File: config.mk
export PLATFORM = sky130hd
export DESIGN_NAME = iei_unit
export DESIGN_NICKNAME = d
export VERILOG_FILES = /design/src/core/iei_pkg.sv /design/src/core/iei_edge.sv /design/src/core/iei_unit.sv
export SDC_FILE = /design/constraint.sdc
export NUM_CORES = 1
export LEC_CHECK = 0
export BUFFER_PORTS_ARGS = -buffer_cell sky130_fd_sc_hd__buf_2
export CORE_UTILIZATION = 62
export CTS_BUF_LIST = sky130_fd_sc_hd__clkbuf_8
export DETAILED_ROUTE_END_ITERATION = 12
export PLACE_DENSITY_LB_ADDON = 0.2
export SLEW_MARGIN = 20
export SYNTH_ARGS = -nofsm -noshare
export SYNTH_HDL_FRONTEND = slang
export SYNTH_HIERARCHICAL = 1
export SYNTH_SLANG_ARGS = --single-unit
File: constraint.sdc
create_clock -name pclk -period 3.5 [get_ports pclk]
set_input_delay 0.525 -clock pclk [delete_from_list [all_inputs] [get_ports pclk]]
set_output_delay 0.525 -clock pclk [all_outputs]
set_load 0.01 [all_outputs]
File: src/core/iei_pkg.sv
`default_nettype none
package iei_pkg;
    localparam int unsigned WORD_W = 16;
    localparam int unsigned PRESET_W = 15;
    localparam int unsigned ACC_W = 15;
    localparam int unsigned PCLK_PERIOD_NS = 10;
    localparam int unsigned SWITCH_TIME_MS = 1;
    localparam int unsigned SWITCH_CYC = (SWITCH_TIME_MS * 1000000) / PCLK_PERIOD_NS;
    localparam int unsigned DETECT_TIME_US = 100;
    localparam int unsigned DETECT_CYC = (DETECT_TIME_US * 1000) / PCLK_PERIOD_NS;
    localparam int unsigned WDOG_TIME_MS = 500;
    localparam int unsigned WDOG_CYC = (WDOG_TIME_MS * 1000000) / PCLK_PERIOD_NS;

    localparam logic [7:0] ADDR_CTRL = 8'h00;
    localparam logic [7:0] ADDR_PRESET = 8'h04;
    localparam logic [7:0] ADDR_MASK = 8'h08;
    localparam logic [7:0] ADDR_COMPARE = 8'h0C;
    localparam logic [7:0] ADDR_GROUP = 8'h10;
    localparam logic [7:0] ADDR_CHANGED = 8'h14;
    localparam logic [7:0] ADDR_ACCUM = 8'h18;
    localparam logic [7:0] ADDR_STATUS = 8'h1C;
    localparam logic [7:0] ADDR_IRQ_MASK = 8'h20;
    localparam logic [7:0] ADDR_HANDLER = 8'h24;
    localparam logic [7:0] ADDR_STATE = 8'h28;

    localparam int unsigned CTRL_MODE_BIT = 0;
    localparam int unsigned HND_DONE_BIT = 0;
    localparam int unsigned HND_BT_BIT = 1;
    localparam int unsigned HND_KICK_BIT = 2;
    localparam int unsigned GROUP_RACK_LSB = 4;
    localparam logic [3:0] LOCAL_RACK = 4'h0;

    localparam int unsigned ST_W = 5;
    localparam int unsigned ST_TAKEN = 0;
    localparam int unsigned ST_OVERLAP = 1;
    localparam int unsigned ST_NOT_LOCAL = 2;
    localparam int unsigned ST_DONE = 3;
    localparam int unsigned ST_WDOG = 4;

    localparam logic [PRESET_W-1:0] PRESET_RST = 15'h0000;
    localparam logic [WORD_W-1:0] MASK_RST = 16'h0000;
    localparam logic [WORD_W-1:0] COMPARE_RST = 16'h0000;
    localparam logic [7:0] GROUP_RST = 8'h00;

    typedef enum logic [3:0] {
        IEI_MAIN = 4'b0001,
        IEI_SW_IN = 4'b0010,
        IEI_HANDLER = 4'b0100,
        IEI_SW_OUT = 4'b1000
    } iei_state_t;

    typedef struct packed {
        logic counter_mode;
        logic [PRESET_W-1:0] preset;
        logic [WORD_W-1:0] mask;
        logic [WORD_W-1:0] compare;
        logic [7:0] group;
    } iei_cfg_t;

    localparam iei_cfg_t CFG_RST = '{1'b0, PRESET_RST, MASK_RST, COMPARE_RST, GROUP_RST};
endpackage : iei_pkg
`default_nettype wire

File: src/core/iei_edge.sv
`timescale 1ns/1ps
`default_nettype none
module iei_edge (
    input wire logic pclk, // system clock
    input wire logic presetn, // async reset, active low
    input wire logic [iei_pkg::WORD_W-1:0] din, // monitored input word
    input wire logic [iei_pkg::WORD_W-1:0] mask, // monitor enable per bit
    input wire logic [iei_pkg::WORD_W-1:0] compare, // 1 rising, 0 falling
    output logic [iei_pkg::WORD_W-1:0] hit // qualifying transition per bit
);
    import iei_pkg::*;
    logic [WORD_W-1:0] prev_q;

    always_ff @(posedge pclk or negedge presetn) begin
        if (!presetn) begin
            prev_q <= '0;
        end else begin
            prev_q <= din;
        end
    end

    for (genvar i = 0; i < WORD_W; i++) begin : g_bit
        // polarity per bit, masked bits never count
        assign hit[i] = mask[i] & (compare[i] ? (din[i] & ~prev_q[i])
                                              : (~din[i] & prev_q[i]));
    end
endmodule : iei_edge
`default_nettype wire

File: src/core/iei_unit.sv
// How it works
// - events are taken only when the configured group lies in the local chassis
// - an accepted event suspends main program, runs handler once, then resumes
// - an event arriving while the handler is busy sets the overlap bit
// - switching from main program to handler takes one millisecond
// - returning from handler to main program takes one millisecond
// - events are detected within 100 us; source spaces them 3 ms apart
// - watchdog keeps running and ignores reloads while the handler runs
// - counter mode counts events and triggers when the count reaches preset
// - bit-transition mode triggers on every qualifying event
// - staged configuration takes effect only on program to run transition
// - changed-bits word left nonzero at handler end sets the overlap bit
// - handler block transfers go after the active one, before queued ones
// - no event is taken while memory is reorganised for online edits
// - preset spans 0 to 32767; zero or one triggers on every event
// - compare bit one selects rising edge, zero selects falling edge
// - mask bit one monitors its input bit, zero ignores it
//
// The APB slave port and the address map were left to the implementer.
`timescale 1ns/1ps
`default_nettype none
module iei_unit #(
    parameter int unsigned SWITCH_CYCLES = iei_pkg::SWITCH_CYC, // 1 ms context switch
    parameter int unsigned WDOG_CYCLES = iei_pkg::WDOG_CYC // watchdog timeout
) (
    input wire logic pclk, // system clock, 100 MHz
    input wire logic presetn, // async reset, active low
    input wire logic psel, // apb select
    input wire logic penable, // apb enable
    input wire logic pwrite, // apb direction
    input wire logic [7:0] paddr, // apb byte address
    input wire logic [31:0] pwdata, // apb write data
    output logic [31:0] prdata, // apb read data
    output logic pready, // apb ready
    output logic pslverr, // apb error on unmapped address
    input wire logic [iei_pkg::WORD_W-1:0] in_word, // input word of the local module
    input wire logic run_mode, // 1 run or test, 0 program
    input wire logic edit_busy, // memory reorganisation for online edit
    input wire logic bt_active, // a block transfer in the active buffer
    input wire logic bt_queued, // queued block transfer waiting
    output logic bt_grant_handler, // handler block transfer granted
    output logic bt_grant_queue, // queued block transfer granted
    output logic main_suspended, // main program held off
    output logic handler_run, // handler program executing
    output logic minor_fault, // overlap or not-local fault pending
    output logic wdog_expired, // watchdog timed out
    output logic irq // level interrupt
);
    import iei_pkg::*;

    iei_state_t state_q, state_d;
    iei_cfg_t stage_q, active_q;
    logic run_q;
    logic [31:0] sw_cnt_q;
    logic [31:0] wdog_q;
    logic [ACC_W-1:0] accum_q;
    logic [WORD_W-1:0] changed_q;
    logic [ST_W-1:0] status_q, irq_mask_q, st_set;
    logic bt_pend_q;
    logic [WORD_W-1:0] hit;
    logic event_any, group_local, accept, trigger, sw_done;
    logic wr, rd_setup, hnd_done_wr, kick_wr, bt_wr, chg_clr;
    logic addr_ok;

    assign wr = psel & penable & pwrite;
    assign rd_setup = psel & ~penable & ~pwrite;
    assign pready = 1'b1;
    assign hnd_done_wr = wr && paddr == ADDR_HANDLER && pwdata[HND_DONE_BIT];
    assign bt_wr = wr && paddr == ADDR_HANDLER && pwdata[HND_BT_BIT];
    assign kick_wr = wr && paddr == ADDR_HANDLER && pwdata[HND_KICK_BIT];
    assign chg_clr = wr && paddr == ADDR_CHANGED;

    always_comb begin
        case (paddr)
            ADDR_CTRL, ADDR_PRESET, ADDR_MASK, ADDR_COMPARE, ADDR_GROUP, ADDR_CHANGED,
            ADDR_ACCUM, ADDR_STATUS, ADDR_IRQ_MASK, ADDR_HANDLER, ADDR_STATE: addr_ok = 1'b1;
            default: addr_ok = 1'b0;
        endcase
    end
    assign pslverr = psel & penable & ~addr_ok;

    iei_edge u_edge (
        .pclk(pclk),
        .presetn(presetn),
        .din(in_word),
        .mask(active_q.mask),
        .compare(active_q.compare),
        .hit(hit)
    );

    // group rack number must be the resident chassis
    assign group_local = active_q.group[GROUP_RACK_LSB +: 4] == LOCAL_RACK;
    assign event_any = |hit;
    assign accept = event_any & group_local & run_q & ~edit_busy;
    always_comb begin
        if (!accept) begin
            trigger = 1'b0;
        end else if (!active_q.counter_mode || active_q.preset <= 15'h0001) begin
            trigger = 1'b1;
        end else begin
            trigger = (accum_q + 15'h0001) == active_q.preset;
        end
    end

    // staged config written by software, copied on program to run edge
    always_ff @(posedge pclk or negedge presetn) begin
        if (!presetn) begin
            stage_q <= CFG_RST;
        end else if (wr) begin
            case (paddr)
                ADDR_CTRL: stage_q.counter_mode <= pwdata[CTRL_MODE_BIT];
                ADDR_PRESET: stage_q.preset <= pwdata[PRESET_W-1:0];
                ADDR_MASK: stage_q.mask <= pwdata[WORD_W-1:0];
                ADDR_COMPARE: stage_q.compare <= pwdata[WORD_W-1:0];
                ADDR_GROUP: stage_q.group <= pwdata[7:0];
                default: stage_q <= stage_q;
            endcase
        end
    end

    always_ff @(posedge pclk or negedge presetn) begin
        if (!presetn) begin
            run_q <= 1'b0;
            active_q <= CFG_RST;
        end else begin
            run_q <= run_mode;
            if (run_mode && !run_q) begin
                active_q <= stage_q;
            end
        end
    end

    assign sw_done = sw_cnt_q == SWITCH_CYCLES - 1;

    always_comb begin
        state_d = state_q;
        case (state_q)
            IEI_MAIN: if (trigger) state_d = IEI_SW_IN;
            IEI_SW_IN: if (sw_done) state_d = IEI_HANDLER;
            IEI_HANDLER: if (hnd_done_wr) state_d = IEI_SW_OUT;
            IEI_SW_OUT: if (sw_done) state_d = IEI_MAIN;
            default: state_d = IEI_MAIN;
        endcase
    end

    always_ff @(posedge pclk or negedge presetn) begin
        if (!presetn) begin
            state_q <= IEI_MAIN;
            sw_cnt_q <= '0;
        end else begin
            state_q <= state_d;
            if (state_q != state_d || state_q == IEI_MAIN || state_q == IEI_HANDLER) begin
                sw_cnt_q <= '0;
            end else begin
                sw_cnt_q <= sw_cnt_q + 32'h0000_0001;
            end
        end
    end

    always_ff @(posedge pclk or negedge presetn) begin
        if (!presetn) begin
            accum_q <= '0;
        end else if (!active_q.counter_mode) begin
            accum_q <= '0;
        end else if (trigger) begin
            accum_q <= '0;
        end else if (accept) begin
            accum_q <= accum_q + 15'h0001;
        end
    end

    // set wins over the software clear
    always_ff @(posedge pclk or negedge presetn) begin
        if (!presetn) begin
            changed_q <= '0;
        end else begin
            changed_q <= (chg_clr ? (changed_q & ~pwdata[WORD_W-1:0]) : changed_q)
                         | (accept ? hit : '0);
        end
    end

    always_comb begin
        st_set = '0;
        st_set[ST_TAKEN] = trigger && state_q == IEI_MAIN;
        st_set[ST_OVERLAP] = (trigger && state_q != IEI_MAIN)
                             || (hnd_done_wr && state_q == IEI_HANDLER
                                 && changed_q != '0);
        st_set[ST_NOT_LOCAL] = run_mode && !run_q && stage_q.group[GROUP_RACK_LSB +: 4]
                               != LOCAL_RACK;
        st_set[ST_DONE] = hnd_done_wr && state_q == IEI_HANDLER;
        st_set[ST_WDOG] = wdog_q == WDOG_CYCLES - 1;
    end

    always_ff @(posedge pclk or negedge presetn) begin
        if (!presetn) begin
            status_q <= '0;
            irq_mask_q <= '0;
        end else begin
            status_q <= ((wr && paddr == ADDR_STATUS) ? (status_q & ~pwdata[ST_W-1:0])
                         : status_q) | st_set;
            if (wr && paddr == ADDR_IRQ_MASK) begin
                irq_mask_q <= pwdata[ST_W-1:0];
            end
        end
    end

    // reload ignored while the handler side is busy
    always_ff @(posedge pclk or negedge presetn) begin
        if (!presetn) begin
            wdog_q <= '0;
        end else if (kick_wr && state_q == IEI_MAIN) begin
            wdog_q <= '0;
        end else if (wdog_q != WDOG_CYCLES - 1) begin
            wdog_q <= wdog_q + 32'h0000_0001;
        end
    end

    always_ff @(posedge pclk or negedge presetn) begin
        if (!presetn) begin
            bt_pend_q <= 1'b0;
        end else if (bt_wr && state_q == IEI_HANDLER) begin
            bt_pend_q <= 1'b1;
        end else if (!bt_active) begin
            bt_pend_q <= 1'b0;
        end
    end
    assign bt_grant_handler = bt_pend_q & ~bt_active;
    assign bt_grant_queue = bt_queued & ~bt_active & ~bt_pend_q;

    always_ff @(posedge pclk or negedge presetn) begin
        if (!presetn) begin
            prdata <= '0;
        end else if (rd_setup) begin
            case (paddr)
                ADDR_CTRL: prdata <= {31'h0, stage_q.counter_mode};
                ADDR_PRESET: prdata <= {17'h0, stage_q.preset};
                ADDR_MASK: prdata <= {16'h0, stage_q.mask};
                ADDR_COMPARE: prdata <= {16'h0, stage_q.compare};
                ADDR_GROUP: prdata <= {24'h0, stage_q.group};
                ADDR_CHANGED: prdata <= {16'h0, changed_q};
                ADDR_ACCUM: prdata <= {17'h0, accum_q};
                ADDR_STATUS: prdata <= {27'h0, status_q};
                ADDR_IRQ_MASK: prdata <= {27'h0, irq_mask_q};
                ADDR_STATE: prdata <= {28'h0, state_q};
                default: prdata <= 32'h0000_0000;
            endcase
        end
    end

    assign main_suspended = state_q != IEI_MAIN;
    assign handler_run = state_q == IEI_HANDLER;
    assign minor_fault = status_q[ST_OVERLAP] | status_q[ST_NOT_LOCAL];
    assign wdog_expired = status_q[ST_WDOG];
    assign irq = |(status_q & irq_mask_q);

    remote_block_a: assert property (@(posedge pclk) disable iff (!presetn)
        event_any && !group_local |-> !trigger) else $error("event from non-local group");
    local_fault_a: assert property (@(posedge pclk) disable iff (!presetn)
        st_set[ST_NOT_LOCAL] |=> minor_fault)
        else $error("non-local group not flagged");
    run_once_a: assert property (@(posedge pclk) disable iff (!presetn)
        state_q == IEI_MAIN && trigger |=> state_q == IEI_SW_IN)
        else $error("trigger did not leave main");
    overlap_set_a: assert property (@(posedge pclk) disable iff (!presetn)
        trigger && state_q == IEI_HANDLER |=> status_q[ST_OVERLAP])
        else $error("overlap not flagged");
    switch_in_a: assert property (@(posedge pclk) disable iff (!presetn)
        state_q == IEI_SW_IN && $past(state_q) == IEI_MAIN |-> sw_cnt_q == 0)
        else $error("switch count not restarted");
    switch_time_a: assert property (@(posedge pclk) disable iff (!presetn)
        state_q != IEI_SW_IN && state_q != IEI_SW_OUT |-> sw_cnt_q == 0)
        else $error("switch counter runs outside switch");
    wdog_runs_a: assert property (@(posedge pclk) disable iff (!presetn)
        handler_run && wdog_q < WDOG_CYCLES - 1 |=> wdog_q == $past(wdog_q) + 1)
        else $error("watchdog paused in handler");
    // a kick outside the main program must never bring the count back
    kick_ignored_a: assert property (@(posedge pclk) disable iff (!presetn)
        kick_wr && state_q != IEI_MAIN && wdog_q != 0 |=> wdog_q != 0)
        else $error("watchdog reloaded outside main");
    counter_wait_a: assert property (@(posedge pclk) disable iff (!presetn)
        accept && active_q.counter_mode && active_q.preset > 15'h0001
        && accum_q + 15'h0001 != active_q.preset |-> !trigger)
        else $error("counter fired before preset");
    accum_clear_a: assert property (@(posedge pclk) disable iff (!presetn)
        trigger |=> accum_q == 0) else $error("accumulator not cleared");
    every_event_a: assert property (@(posedge pclk) disable iff (!presetn)
        accept && !active_q.counter_mode |-> trigger)
        else $error("bit mode missed event");
    cfg_hold_a: assert property (@(posedge pclk) disable iff (!presetn)
        !(run_mode && !run_q) |=> active_q == $past(active_q))
        else $error("config changed outside mode transition");
    done_overlap_a: assert property (@(posedge pclk) disable iff (!presetn)
        hnd_done_wr && state_q == IEI_HANDLER && changed_q != '0 |=> status_q[ST_OVERLAP])
        else $error("uncleared changed bits not flagged");
    edit_block_a: assert property (@(posedge pclk) disable iff (!presetn)
        edit_busy |-> !trigger) else $error("trigger during edit");
    bt_order_a: assert property (@(posedge pclk) disable iff (!presetn)
        bt_pend_q && !bt_active |-> bt_grant_handler && !bt_grant_queue)
        else $error("queued transfer passed handler");
    bt_latch_a: assert property (@(posedge pclk) disable iff (!presetn)
        bt_wr && state_q == IEI_HANDLER |=> bt_pend_q)
        else $error("handler transfer request lost");
    // a counted bit must sit at the level its polarity selects
    polarity_ok_a: assert property (@(posedge pclk) disable iff (!presetn)
        (hit & (in_word ^ active_q.compare)) == '0)
        else $error("event on wrong edge");
    mask_ignore_a: assert property (@(posedge pclk) disable iff (!presetn)
        (hit & ~active_q.mask) == '0)
        else $error("unmonitored bit produced an event");
endmodule : iei_unit
`default_nettype wire

# == Word-level counts from Yosys, hierarchy flattened ==
# Cells that the tools add are included.
# word_totals
reg_bits,271
latch_bits,0
ramBits,0
input_bits,65
n_memories,0
output_inout_bits,41
word_cells,222
romBits,0
# classes
reduce_logical,34
eq_ne,22
shifts,0
n_addsub,3
n_bitwise,105
mux,36
n_lt_le_gt_ge,1
n_mul,0
div_mod_pow,0
# ops
cell,count
$pmux 16 s10,1
$mux 32,3
$add 32x1->32 const B,2
$and 1x1->1,59
$mux 15,3
$not 1->1,38
$eq 32x17->1 const B,1
$eq 32x26->1 const B,1
$eq 8x5->1 const B,4
$mux 16,2
$ne 32x26->1 const B,1
$eq 8x6->1 const B,3
$mux 1,21
$and 16x16->16,1
$eq 8x4->1 const B,2
$mux 4,4
$not 16->16,1
$or 16x16->16,1
$pmux 4 s4,1
$reduce_bool 16->1,1
$reduce_or 16->1,1
$add 15x1->15 const B,1
$eq 15x15->1,1
$le 15x1->1 const B,1
24 further kinds,47

# == Longest topological paths before layout ==
# Gate-level depths: netlist of the first run.
# depth
ltp_word,15
mapped_depth,12
mapped_depth_nobuf,9

# == By module ==
# Netlist of the first run, hierarchy kept.
# modules_own_cells
mod,cells_each,seq_area_each_um2,area_per_inst_um2,instances
iei_unit,1038,5881.9,11387.2,1
iei_edge,64,400.4,780.7,1

# == Least setup slack after synthesis of the first run ==
# Ideal clock, no wire load.
# synth_path
kind,register -> register
start,reg accum_q[0]
end,reg accum_q[14]
stages_incl_launch_ff,12
n_path_buf,2
required_ns,3.376
setup_slack_ns,0.867
arrival_time_ns,2.509
setup_ns,0.124
period_less_slack_ns,2.633
cell_sequence,dfrtp_1 > ha_1 > nand3_1 > clkbuf_8 > nand2_1 > a2111oi_0 > a211oi_1 > or3_1 > o21ai_2 > buf_6 > nor2_1 > a211o_1
# synth_via
elab_chain_cells,6
elab_cells_between_ends,8
classes_between,add/sub (1); eq/ne (2); mux (5)
# synth_rtl
item,line_no,source
from (decl),iei_unit.sv:56,logic [ACC_W-1:0] accum_q;
from (signal assigned),iei_unit.sv:168,accum_q <= accum_q + 15'h0001;
$add 15x1->15 *,"iei_unit.sv:101, iei_unit.sv:168",
$eq 15x15->1,iei_unit.sv:101,trigger = (accum_q + 15'h0001) == active_q.preset;
$mux 1,iei_unit.sv:98,end else if (!active_q.counter_mode || active_q.preset <= 15'h0001) begin
$mux 1,iei_unit.sv:96,if (!accept) begin
$mux 15,iei_unit.sv:165,end else if (trigger) begin
$mux 15,iei_unit.sv:163,end else if (!active_q.counter_mode) begin
# Mark *: on every way between the ends. The rest lies on a longest branch, timed or not. The select of a mux whose other input is x is not followed.
# A chain may end at the register's enable or synchronous reset.

# == Worst setup path after layout of the first run ==
# layout_path
start,reg accum_q[4]
end,reg accum_q[4]
# The elaborated chain is that of the path after synthesis.

==> results of run 1 <==
==> synth_stat cells, types with 4 or more instances <==
cell,number
dfrtp_1,250
mux2_2,116
nor2_1,109
nand2_1,107
xor2_1,48
nand3_1,43
xnor2_1,35
clkbuf_1,34
nor4_1,26
a22o_1,25
and3_1,20
nor3_1,20
buf_4,19
a31oi_1,17
nand4b_1,17
o21ai_0,17
nand4bb_1,16
nand4_1,13
a22oi_1,12
a221oi_1,11
a222oi_1,11
inv_1,11
a21oi_1,9
a21o_1,8
and4_1,7
nor4b_1,7
clkbuf_8,6
nand2b_1,6
or3_1,6
and2_1,5
or4_1,5
a21oi_2,4
nor2b_1,4
or2_2,4
==> final cells by class <==
cell class / instances / area (um2) / share of cell area (%)
antenna: 1 / 2.50 / 0.0184
clock buffer: 58 / 798 / 5.87
clock inverter: 18 / 93.8 / 0.690
inverter: 11 / 41.3 / 0.304
multi-input combinational: 788 / 5490 / 40.4
sequential: 251 / 6280 / 46.2
tap: 260 / 325 / 2.39
timing repair buffer: 93 / 568 / 4.18
==> layer usage <==
metal / routed length [um] / share of wire (%)
met1: 12900 / 44
met2: 13200 / 46
met3: 2040 / 7.1
met4: 772 / 2.7
met5: 0 / 0
==> timing repair <==
item,CTS,global route
setup buffers,0,0
gates resized for setup,0,0
hold endpoints to repair,77,0
hold buffers,1,0
==> kinds of logic after synthesis <==
group,count (synthesis),synth area share (%)
AND/OR/NAND/NOR,430,18.6
flip-flops,251,51.6
AO/OA/AOI/OAI,137,8.56
multiplexers,118,11.0
XOR/XNOR,83,5.97
buffers and inverters,78,3.84
adder cells (fa/ha/maj),3,0.309
other,2,0.0617
==> power groups by stage <==
stage                     registers [mW]  logic (mW)  clock network (mW)
final                               3.10       0.363                2.68
after global placement              3.14       0.356                   0
after floorplan                     3.13       0.185                   0
after detailed placement            3.14       0.366                   0
after CTS                           3.09       0.368                2.72
after global routing                3.10       0.408                2.87
==> worst max-delay path, cell delays in order (launching register included) <==
cell      delay, ns
dfrtp_1        0.57
nand3_1        0.40
or4_1          0.61
o22ai_1        0.16
a211oi_1       0.11
or3_1          0.41
o21ai_2        0.14
buf_4          0.26
nor2_1         0.08
a211o_1        0.26
==> worst min path at each step <==
stage                             endpoint  slack (ns)  depth (start not counted)
floorplan           accum_q[0]$_DFFE_PN0P_        0.23                          0
global placement     sw_cnt_q[0]$_DFF_PN0_        0.47                          1
detailed placement   sw_cnt_q[0]$_DFF_PN0_        0.49                          1
CTS                        run_q$_DFF_PN0_        0.07                          1
global route               run_q$_DFF_PN0_        0.08                          1
finish                     run_q$_DFF_PN0_        0.09                          1
==> stage by stage <==
stage,setup slack (ns),instance area [um2]
floorplan,0.867,12200
global placement,0.472,12700
detailed placement,0.421,12700
CTS,0.386,13600
global route,0.0812,13600
finish,0.384,13600
==> state kept, by name, summed over array words and instances (netlist names), 5 cells and up <==
name / count
accum_q: 15
stage_q: 56
sw_cnt_q: 32
wdog_q: 32
irq_mask_q: 5
changed_q: 16
prdata: 16
status_q: 5
active_q: 52
u_edge/prev_q: 16
==> impl_metrics.py, run 1 <==
metrics = {
    "power_and_ir_drop": {
        "switching_share_pct": 24.5,
        "leakagePower_nw": 6.43,
        "internal_power_mw": 4.63,
        "power.net_switching_mw": 1.51,
        "seqPwrFrac_pct": 50.5,
        "total_power_mw": 6.14,
        "comb_power_share_pct": 5.9,
        "p_per_area_nw_per_um2": 451,
        "ir_worst_vdd_v": 0.000372,
        "clkPwrFrac_pct": 43.6,
    },
    "cts": {
        "cts_buffers": 43,
        "cts_buffer_depth": 3,
        "h-tree-depth": 2,
        "clock-sinks": 251,
        "clk_pin_slew_worst_paths_ns": 0.06,
        "clock_latency_ns": 0.57,
        "cts_root_buf": "clkbuf_8",
        "cts_tree": "built",
    },
    "die": {
        "die_y_um": 142,
        "pin_count": 106,
        "chipWidth_um": 142,
        "num_rows": 50,
        "start_util_pct": 64.2,
        "dieArea_um2": 20200,
        "core_um2": 19000,
    },
    "sta": {
        "hold_viol_final": 0,
        "grt_setup_unrepaired": "false",
        "fin_worst_skew_ns": 0.0231,
        "max_freq_ghz": 0.321,
        "hold_slack_ns": 0.0891,
        "slew_violations": 0,
        "setup_viol": 0,
        "post-route-period-util_pct": 89.0,
        "finalSetupTns_ns": 0,
        "relSlewSlack_pct": 28.1,
        "worstMarginPinSlew_ns": 1.08,
        "min_period_ns": 3.12,
    },
    "worst_setup_path": {
        "critPathRequiredTime_ns": 3.93,
        "cp-startpoint": "accum_q[4]$_DFFE_PN0P_",
        "r2r-start": "accum_q[4]$_DFFE_PN0P_",
        "rrSetupSlack_ns": 0.38,
        "startpoint_type": "flip-flop",
        "crit_end": "accum_q[4]$_DFFE_PN0P_",
        "path_class": "reg -> reg",
        "reg2reg_to": "accum_q[4]$_DFFE_PN0P_",
        "end_kind": "flip-flop",
        "r2r_cells": 9,
        "arrival_ns": 3.55,
        "crit_path_max_fanout": 20,
    },
    "placed_design": {
        "gp_congestion": 0.931,
        "dp.final_hpwl_um": 19900,
        "dp.cells": 1402,
        "port_buffers": 72,
    },
    "route": {
        "drc": 0,
        "drt-initial-drc-count": 822,
        "dr.pass1.iters": 6,
        "wl_per_cell_um": 19.5,
        "vias": 9081,
        "ant_nets": 0,
        "post_drt_via_cell_ratio": 6.14,
        "routed_wl_um": 28900,
    },
    "global_routing": {
        "track_usage_pct": 30.1,
        "gr-total-overflow": 0,
        "grt_max_degree": 90,
        "met1_usage_pct": 42.8,
        "grt_use_met2_pct": 45.7,
        "grt_first_pass_wirelength_um": 47200,
        "grt_pass1_vias": 8949,
        "antenna_found_initial": 1,
        "grt_use_met3_pct": 6.09,
        "globalRoute.busiestLayer": "met2",
    },
    "synth": {
        "synth_area_um2": 12200,
        "netlist_instances": 1102,
        "yosys.cell_types.count": 72,
        "ys_seq_area_share_pct": 51.6,
        "netlist.area_leader.share_pct": 51.4,
        "ys.flop_type": "dfrtp_1",
        "ys_async_sr_fraction_pct": 100,
        "synth_area_leader_cell": "dfrtp_1",
        "yosys_warnings": 6,
        "ys_ff_latch": 251,
        "synth_edf_count": 0,
        "syn_avg_cell_area_um2": 11.0,
        "synth_top_cells_by_area": "dfrtp_1 51%, mux2_2 11%, xor2_1 3.5%",
    },
    "final_layout": {
        "layout_commonest_cell": "dfrtp_1",
        "drive_gt1_share_pct": 24.5,
        "nNetsFinal": 1256,
        "final.fill_count": 1393,
        "stdcell_count": 1480,
        "syn_to_final_growth_pct": 11.8,
        "fin_util_pct": 71.8,
        "layout_common_cells": "250 x dfrtp_1, 116 x mux2_2, 109 x nor2_1",
    },
    "min_path": {
        "hp-start": "run_mode",
        "min_path_type": "in -> reg",
    },
    "job": {
        "maxCapViolCount": 0,
    },
    "run_status": {
        "status": "complete, no violations",
    },
}
Power figures use the tool's default switching activity.
==> inputs of run 2 (changes only) <==
--- a/config.mk
+++ b/config.mk
@@ -6,10 +6,12 @@
 export NUM_CORES = 1
 export LEC_CHECK = 0
 export BUFFER_PORTS_ARGS = -buffer_cell sky130_fd_sc_hd__buf_2
-export CORE_UTILIZATION = 62
+export CORE_ASPECT_RATIO = 1.25
+export CORE_UTILIZATION = 67
 export CTS_BUF_LIST = sky130_fd_sc_hd__clkbuf_8
 export DETAILED_ROUTE_END_ITERATION = 12
 export PLACE_DENSITY_LB_ADDON = 0.2
+export RECOVER_POWER = 25
 export SLEW_MARGIN = 20
 export SYNTH_ARGS = -nofsm -noshare
 export SYNTH_HDL_FRONTEND = slang
==> constraint.sdc (replaced) <==
create_clock -name pclk -period 3.88 [get_ports pclk]
set_input_delay 0.582 -clock pclk [delete_from_list [all_inputs] [get_ports pclk]]
set_output_delay 0.582 -clock pclk [all_outputs]
set_load 0.01 [all_outputs]
==> impl_metrics.py, run 2 (synthesis gave the netlist of run 1 again) <==
metrics = {
    "cts": {
        "cts_hold_buf": 0,
        "post_cts_buffers": 0,
        "cts_buffer_depth": 3,
        "clock_latency_ns": 0.55,
        "cts_buffers": 40,
        "clk_pin_slew_worst_paths_ns": 0.06,
        "cts_root_buf": "clkbuf_8",
        "cts_tree": "built",
        "ctsResizeCount": 0,
        "h-tree-depth": 2,
        "clock-sinks": 251,
    },
    "power_and_ir_drop": {
        "total_power_mw": 5.24,
        "p_per_area_nw_per_um2": 393,
        "leakagePower_nw": 6.28,
        "ir_worst_vdd_v": 0.000348,
    },
    "worst_setup_path": {
        "crit_path_max_fanout": 13,
        "critPathRequiredTime_ns": 4.31,
        "rrSetupSlack_ns": 0.54,
        "r2r_cells": 10,
        "startpoint_type": "flip-flop",
        "end_kind": "flip-flop",
        "crit_end": "accum_q[14]$_DFFE_PN0P_",
        "cp-startpoint": "accum_q[0]$_DFFE_PN0P_",
        "path_class": "reg -> reg",
        "r2r-start": "accum_q[0]$_DFFE_PN0P_",
        "arrival_ns": 3.77,
        "reg2reg_to": "accum_q[14]$_DFFE_PN0P_",
    },
    "sta": {
        "min_period_ns": 3.34,
        "worstMarginPinSlew_ns": 2.67,
        "fin_worst_skew_ns": 0.0206,
        "slew_violations": 105,
        "setup_viol": 0,
        "finalSetupTns_ns": 0,
        "relSlewSlack_pct": -77.7,
        "post-route-period-util_pct": 86.0,
        "grt_setup_unrepaired": "false",
        "timing.final.ws_setup_ns": 0.541,
        "max_freq_ghz": 0.300,
        "hold_viol_final": 0,
    },
    "die": {
        "num_rows": 54,
        "pin_count": 106,
        "die_y_um": 153,
        "core_um2": 17600,
        "chipWidth_um": 123,
        "dieArea_um2": 18700,
        "start_util_pct": 69.0,
    },
    "route": {
        "post_drt_via_cell_ratio": 6.39,
        "routed_wl_um": 28600,
        "dr.pass1.iters": 5,
        "drc": 0,
        "wl_per_cell_um": 20.0,
        "ant_nets": 0,
        "drt-initial-drc-count": 761,
        "vias": 9133,
    },
    "placed_design": {
        "dp.final_hpwl_um": 19600,
        "gp_congestion": 0.950,
        "pre_cts_slack_ns": 0.575,
        "port_buffers": 72,
        "dp.cells": 1365,
    },
    "run_status": {
        "violations": "capacitance limit, slew limit",
        "status": "complete, but fails checks",
    },
    "final_layout": {
        "layout_commonest_cell": "dfrtp_1",
        "syn_to_final_growth_pct": 9.66,
        "stdcell_count": 1430,
        "reg_top3": "stage_q (56), active_q (52)",
        "largest_register_ffs": 56,
        "nNetsFinal": 1251,
        "diodes": 0,
        "layout_common_cells": "250 x dfrtp_1, 116 x mux2_2, 109 x nor2_1",
        "drive_gt1_share_pct": 22.3,
        "regMostFlops": "stage_q",
    },
    "global_routing": {
        "antenna_found_initial": 0,
        "grt_pass1_vias": 9087,
        "grt_max_degree": 107,
        "grt_first_pass_wirelength_um": 46400,
        "track_usage_pct": 31.9,
        "gr-total-overflow": 0,
    },
    "min_path": {
        "min_path_type": "in -> reg",
    },
    "job": {
        "maxCapViolCount": 1,
    },
}
run 2: cell types whose count changed in the layout (fill, tap and decap cells not counted):
| cell | previous run | this run |
|---|---|---|
| clkbuf_1 | 0 | 17 |
| buf_2 | 71 | 54 |
| inv_1 | 22 | 23 |
| clkbuf_8 | 58 | 48 |
| buf_8 | 1 | 0 |
| clkbuf_2 | 0 | 1 |
| clkinv_2 | 4 | 2 |
| buf_12 | 3 | 2 |
| diode_2 | 1 | 0 |
| dlygate4sd3_1 | 1 | 0 |
| clkinvlp_4 | 1 | 2 |
| clkinv_8 | 1 | 0 |
run 2: worst max-delay path: stages (launching register included):
cell,delay [ns]
dfrtp_1,0.52
ha_1,0.32
nand3_1,0.28
or4_1,0.47
o22ai_1,0.15
a211oi_1,0.11
or3_1,0.41
o21ai_2,0.33
buf_4,0.30
nor2_1,0.07
a211o_1,0.26
run 2: metal layers:
metal	share of wire, %	track usage [%]	routed length, um
met1	41	42.6	11800
met4	3.0	12.3	855
met3	6.7	6.06	1920
met2	49	51.5	14100
met5	0	0	0
run 2: worst min-delay path by stage:
stage	start	slack [ns]	end	depth (start not counted)
after floorplan	presetn	0.29	accum_q[0]$_DFFE_PN0P_	0
after global routing	in_word[1]	0.17	u_edge/prev_q[1]$_DFF_PN0_	1
after detailed placement	sw_cnt_q[0]$_DFF_PN0_	0.47	sw_cnt_q[0]$_DFF_PN0_	1
after global placement	sw_cnt_q[0]$_DFF_PN0_	0.47	sw_cnt_q[0]$_DFF_PN0_	1
final	in_word[10]	0.16	u_edge/prev_q[10]$_DFF_PN0_	1
after CTS	presetn	0.11	stage_q[24]$_DFFE_PN0P_	1
run 2: metrics by stage:
| step | area, um2 | util (%) | hold slack, ns |
|---|---|---|---|
| 2_1_floorplan | 12200 | - | 0.286 |
| 4_1_cts | 13400 | 75.8 | 0.111 |
| 3_3_place_gp | 12600 | 71.6 | 0.465 |
| 5_1_grt | 13300 | 75.7 | 0.167 |
| 6_report | 13300 | 75.7 | 0.163 |
| 3_5_place_dp | 12600 | 71.6 | 0.471 |
run 2: where the power goes:
| group | leakage [nW] | switching [mW] | total (mW) | internal (mW) |
|---|---|---|---|---|
| clock network | 0.422 | 1.01 | 2.13 | 1.11 |
| logic | 2.44 | 0.198 | 0.328 | 0.131 |
| registers | 3.41 | 0.0789 | 2.79 | 2.71 |
run 2: layout make-up:
type | count | area [um2]
fill | 1202 | 4290
sequential | 251 | 6280
inverter | 11 | 41.3
tap | 224 | 280
clock buffer | 48 | 661
clock inverter | 17 | 78.8
multi-input combinational | 788 | 5490
timing repair buffer | 91 | 507
==> inputs of run 3 (changes only) <==
--- a/config.mk
+++ b/config.mk
@@ -11,7 +11,6 @@
 export CTS_BUF_LIST = sky130_fd_sc_hd__clkbuf_8
 export DETAILED_ROUTE_END_ITERATION = 12
 export PLACE_DENSITY_LB_ADDON = 0.2
-export RECOVER_POWER = 25
 export SLEW_MARGIN = 20
 export SYNTH_ARGS = -nofsm -noshare
 export SYNTH_HDL_FRONTEND = slang
==> impl_metrics.py, run 3 (synthesis gave the netlist of run 1 again) <==
metrics = {
    "run_status": {
        "status": "complete, no violations",
    },
    "route": {
        "ant_nets": 0,
        "dr.pass1.iters": 5,
        "routed_wl_um": 28600,
        "wl_per_cell_um": 20.0,
        "drc": 0,
        "vias": 9109,
        "post_drt_via_cell_ratio": 6.37,
        "drt-initial-drc-count": 751,
    },
    "power_and_ir_drop": {
        "seqPwrFrac_pct": 53.1,
        "switching_share_pct": 24.6,
        "p_per_area_nw_per_um2": 392,
        "ir_worst_vdd_v": 0.000351,
        "clkPwrFrac_pct": 40.5,
        "comb_power_share_pct": 6.3,
        "total_power_mw": 5.25,
        "leakagePower_nw": 6.33,
        "power.net_switching_mw": 1.29,
        "internal_power_mw": 3.96,
    },
    "global_routing": {
        "gr-total-overflow": 0,
        "antenna_found_initial": 0,
        "grt_pass1_vias": 9087,
        "track_usage_pct": 31.9,
        "grt_first_pass_wirelength_um": 46400,
        "grt_max_degree": 107,
    },
    "sta": {
        "hold_viol_final": 0,
        "grt_setup_unrepaired": "false",
        "post-route-period-util_pct": 85.8,
        "relSlewSlack_pct": 28.1,
        "worstMarginPinSlew_ns": 1.07,
        "min_period_ns": 3.33,
        "slew_violations": 0,
        "fin_worst_skew_ns": 0.0200,
        "max_freq_ghz": 0.300,
        "setup_viol": 0,
        "finalSetupTns_ns": 0,
    },
    "cts": {
        "clock_latency_ns": 0.55,
        "cts_tree": "built",
        "post_cts_buffers": 0,
        "cts_buffer_depth": 3,
        "clock-sinks": 251,
        "cts_hold_buf": 0,
        "ctsResizeCount": 0,
        "h-tree-depth": 2,
        "cts_buffers": 40,
        "clk_pin_slew_worst_paths_ns": 0.06,
        "cts_root_buf": "clkbuf_8",
    },
    "placed_design": {
        "dp.final_hpwl_um": 19600,
        "port_buffers": 72,
        "gp_congestion": 0.950,
    },
    "worst_setup_path": {
        "critPathMaxStageDelay_ns": 0.52,
        "rrSetupSlack_ns": 0.55,
        "path_class": "reg -> reg",
        "crit_path_max_fanout": 13,
        "startpoint_type": "flip-flop",
        "critPathTopFamily": "simple AND/OR/NAND/NOR gates",
        "path_buf_inv": 1,
        "critPathRequiredTime_ns": 4.31,
        "end_kind": "flip-flop",
        "slowest_stage": "dfrtp_1",
        "arrival_ns": 3.76,
        "crit_chain": "ha_1, nand3_1, or4_1, o22ai_1, a211oi_1, or3_1, o21ai_2, buf_4, nor2_1, a211o_1",
    },
    "final_layout": {
        "largest_register_ffs": 56,
        "layout_commonest_cell": "dfrtp_1",
        "regMostFlops": "stage_q",
        "diodes": 0,
        "nNetsFinal": 1251,
        "syn_to_final_growth_pct": 9.91,
        "reg_top3": "stage_q (56), active_q (52)",
        "layout_common_cells": "250 x dfrtp_1, 116 x mux2_2, 109 x nor2_1",
        "final.fill_count": 1196,
        "fin_util_pct": 75.8,
        "drive_gt1_share_pct": 23.7,
    },
    "job": {
        "maxCapViolCount": 0,
    },
    "min_path": {
        "min_path_type": "in -> async",
    },
    "die": {
        "start_util_pct": 69.0,
        "die_y_um": 153,
        "core_um2": 17600,
        "pin_count": 106,
        "num_rows": 54,
        "dieArea_um2": 18700,
        "chipWidth_um": 123,
    },
}
## run 3: cell count changes in the layout (fill, tap and decap cells not counted)
cell      previous run  this run
clkbuf_2             1         0
clkbuf_1            17         0
buf_8                0         1
buf_2               54        71
## run 3: area by class of cell
class,instances,area [um2],share of cell area (%)
sequential,251,6280,47.0
multi-input combinational,788,5490,41.1
clock buffer,48,661,4.94
timing repair buffer,91,538,4.02
tap,224,280,2.10
clock inverter,17,78.8,0.589
inverter,11,41.3,0.309
## run 3: worst paths after layout
path / start / end / cells past startpoint
worst max-delay path: accum_q[0]$_DFFE_PN0P_ / accum_q[14]$_DFFE_PN0P_ / 10
worst min-delay path: presetn / sw_cnt_q[17]$_DFF_PN0_ / 1
worst max register to register: accum_q[0]$_DFFE_PN0P_ / accum_q[14]$_DFFE_PN0P_ / 10
worst min register to register: sw_cnt_q[0]$_DFF_PN0_ / sw_cnt_q[0]$_DFF_PN0_ / 1
max in group asynchronous: presetn / active_q[36]$_DFFE_PN0P_ / 2
min in group pclk: in_word[10] / u_edge/prev_q[10]$_DFF_PN0_ / 1
## run 3: metal layers
| layer | GRT usage (%) | wire, um | up-vias |
|---|---|---|---|
| li1 | - | - | 4125 |
| met1 | 42.6 | 11600 | 4538 |
| met2 | 51.5 | 14100 | 369 |
| met3 | 6.06 | 2060 | 77 |
| met4 | 12.3 | 833 | 0 |
| met5 | 0 | 0 | - |
## run 3: power groups by stage
stage	sequential, mW	combinational (mW)	clock [mW]
finish	2.79	0.331	2.13
global route	2.80	0.368	2.28
CTS	2.79	0.334	2.16
detailed placement	2.83	0.331	0
global placement	2.83	0.321	0
floorplan	2.82	0.166	0
## run 3: stage by stage
stage / cells / hold slack (ns) / worst slack, ns / cell area [um2]
final: 1430 / 0.0959 / 0.552 / 13400
after global routing: 1430 / 0.154 / 0.353 / 13400
after CTS: 1430 / 0.111 / 0.573 / 13400
after detailed placement: 1365 / 0.471 / 0.575 / 12600
after global placement: 1365 / 0.465 / 0.592 / 12600
after floorplan: 1117 / 0.286 / 1.25 / 12200
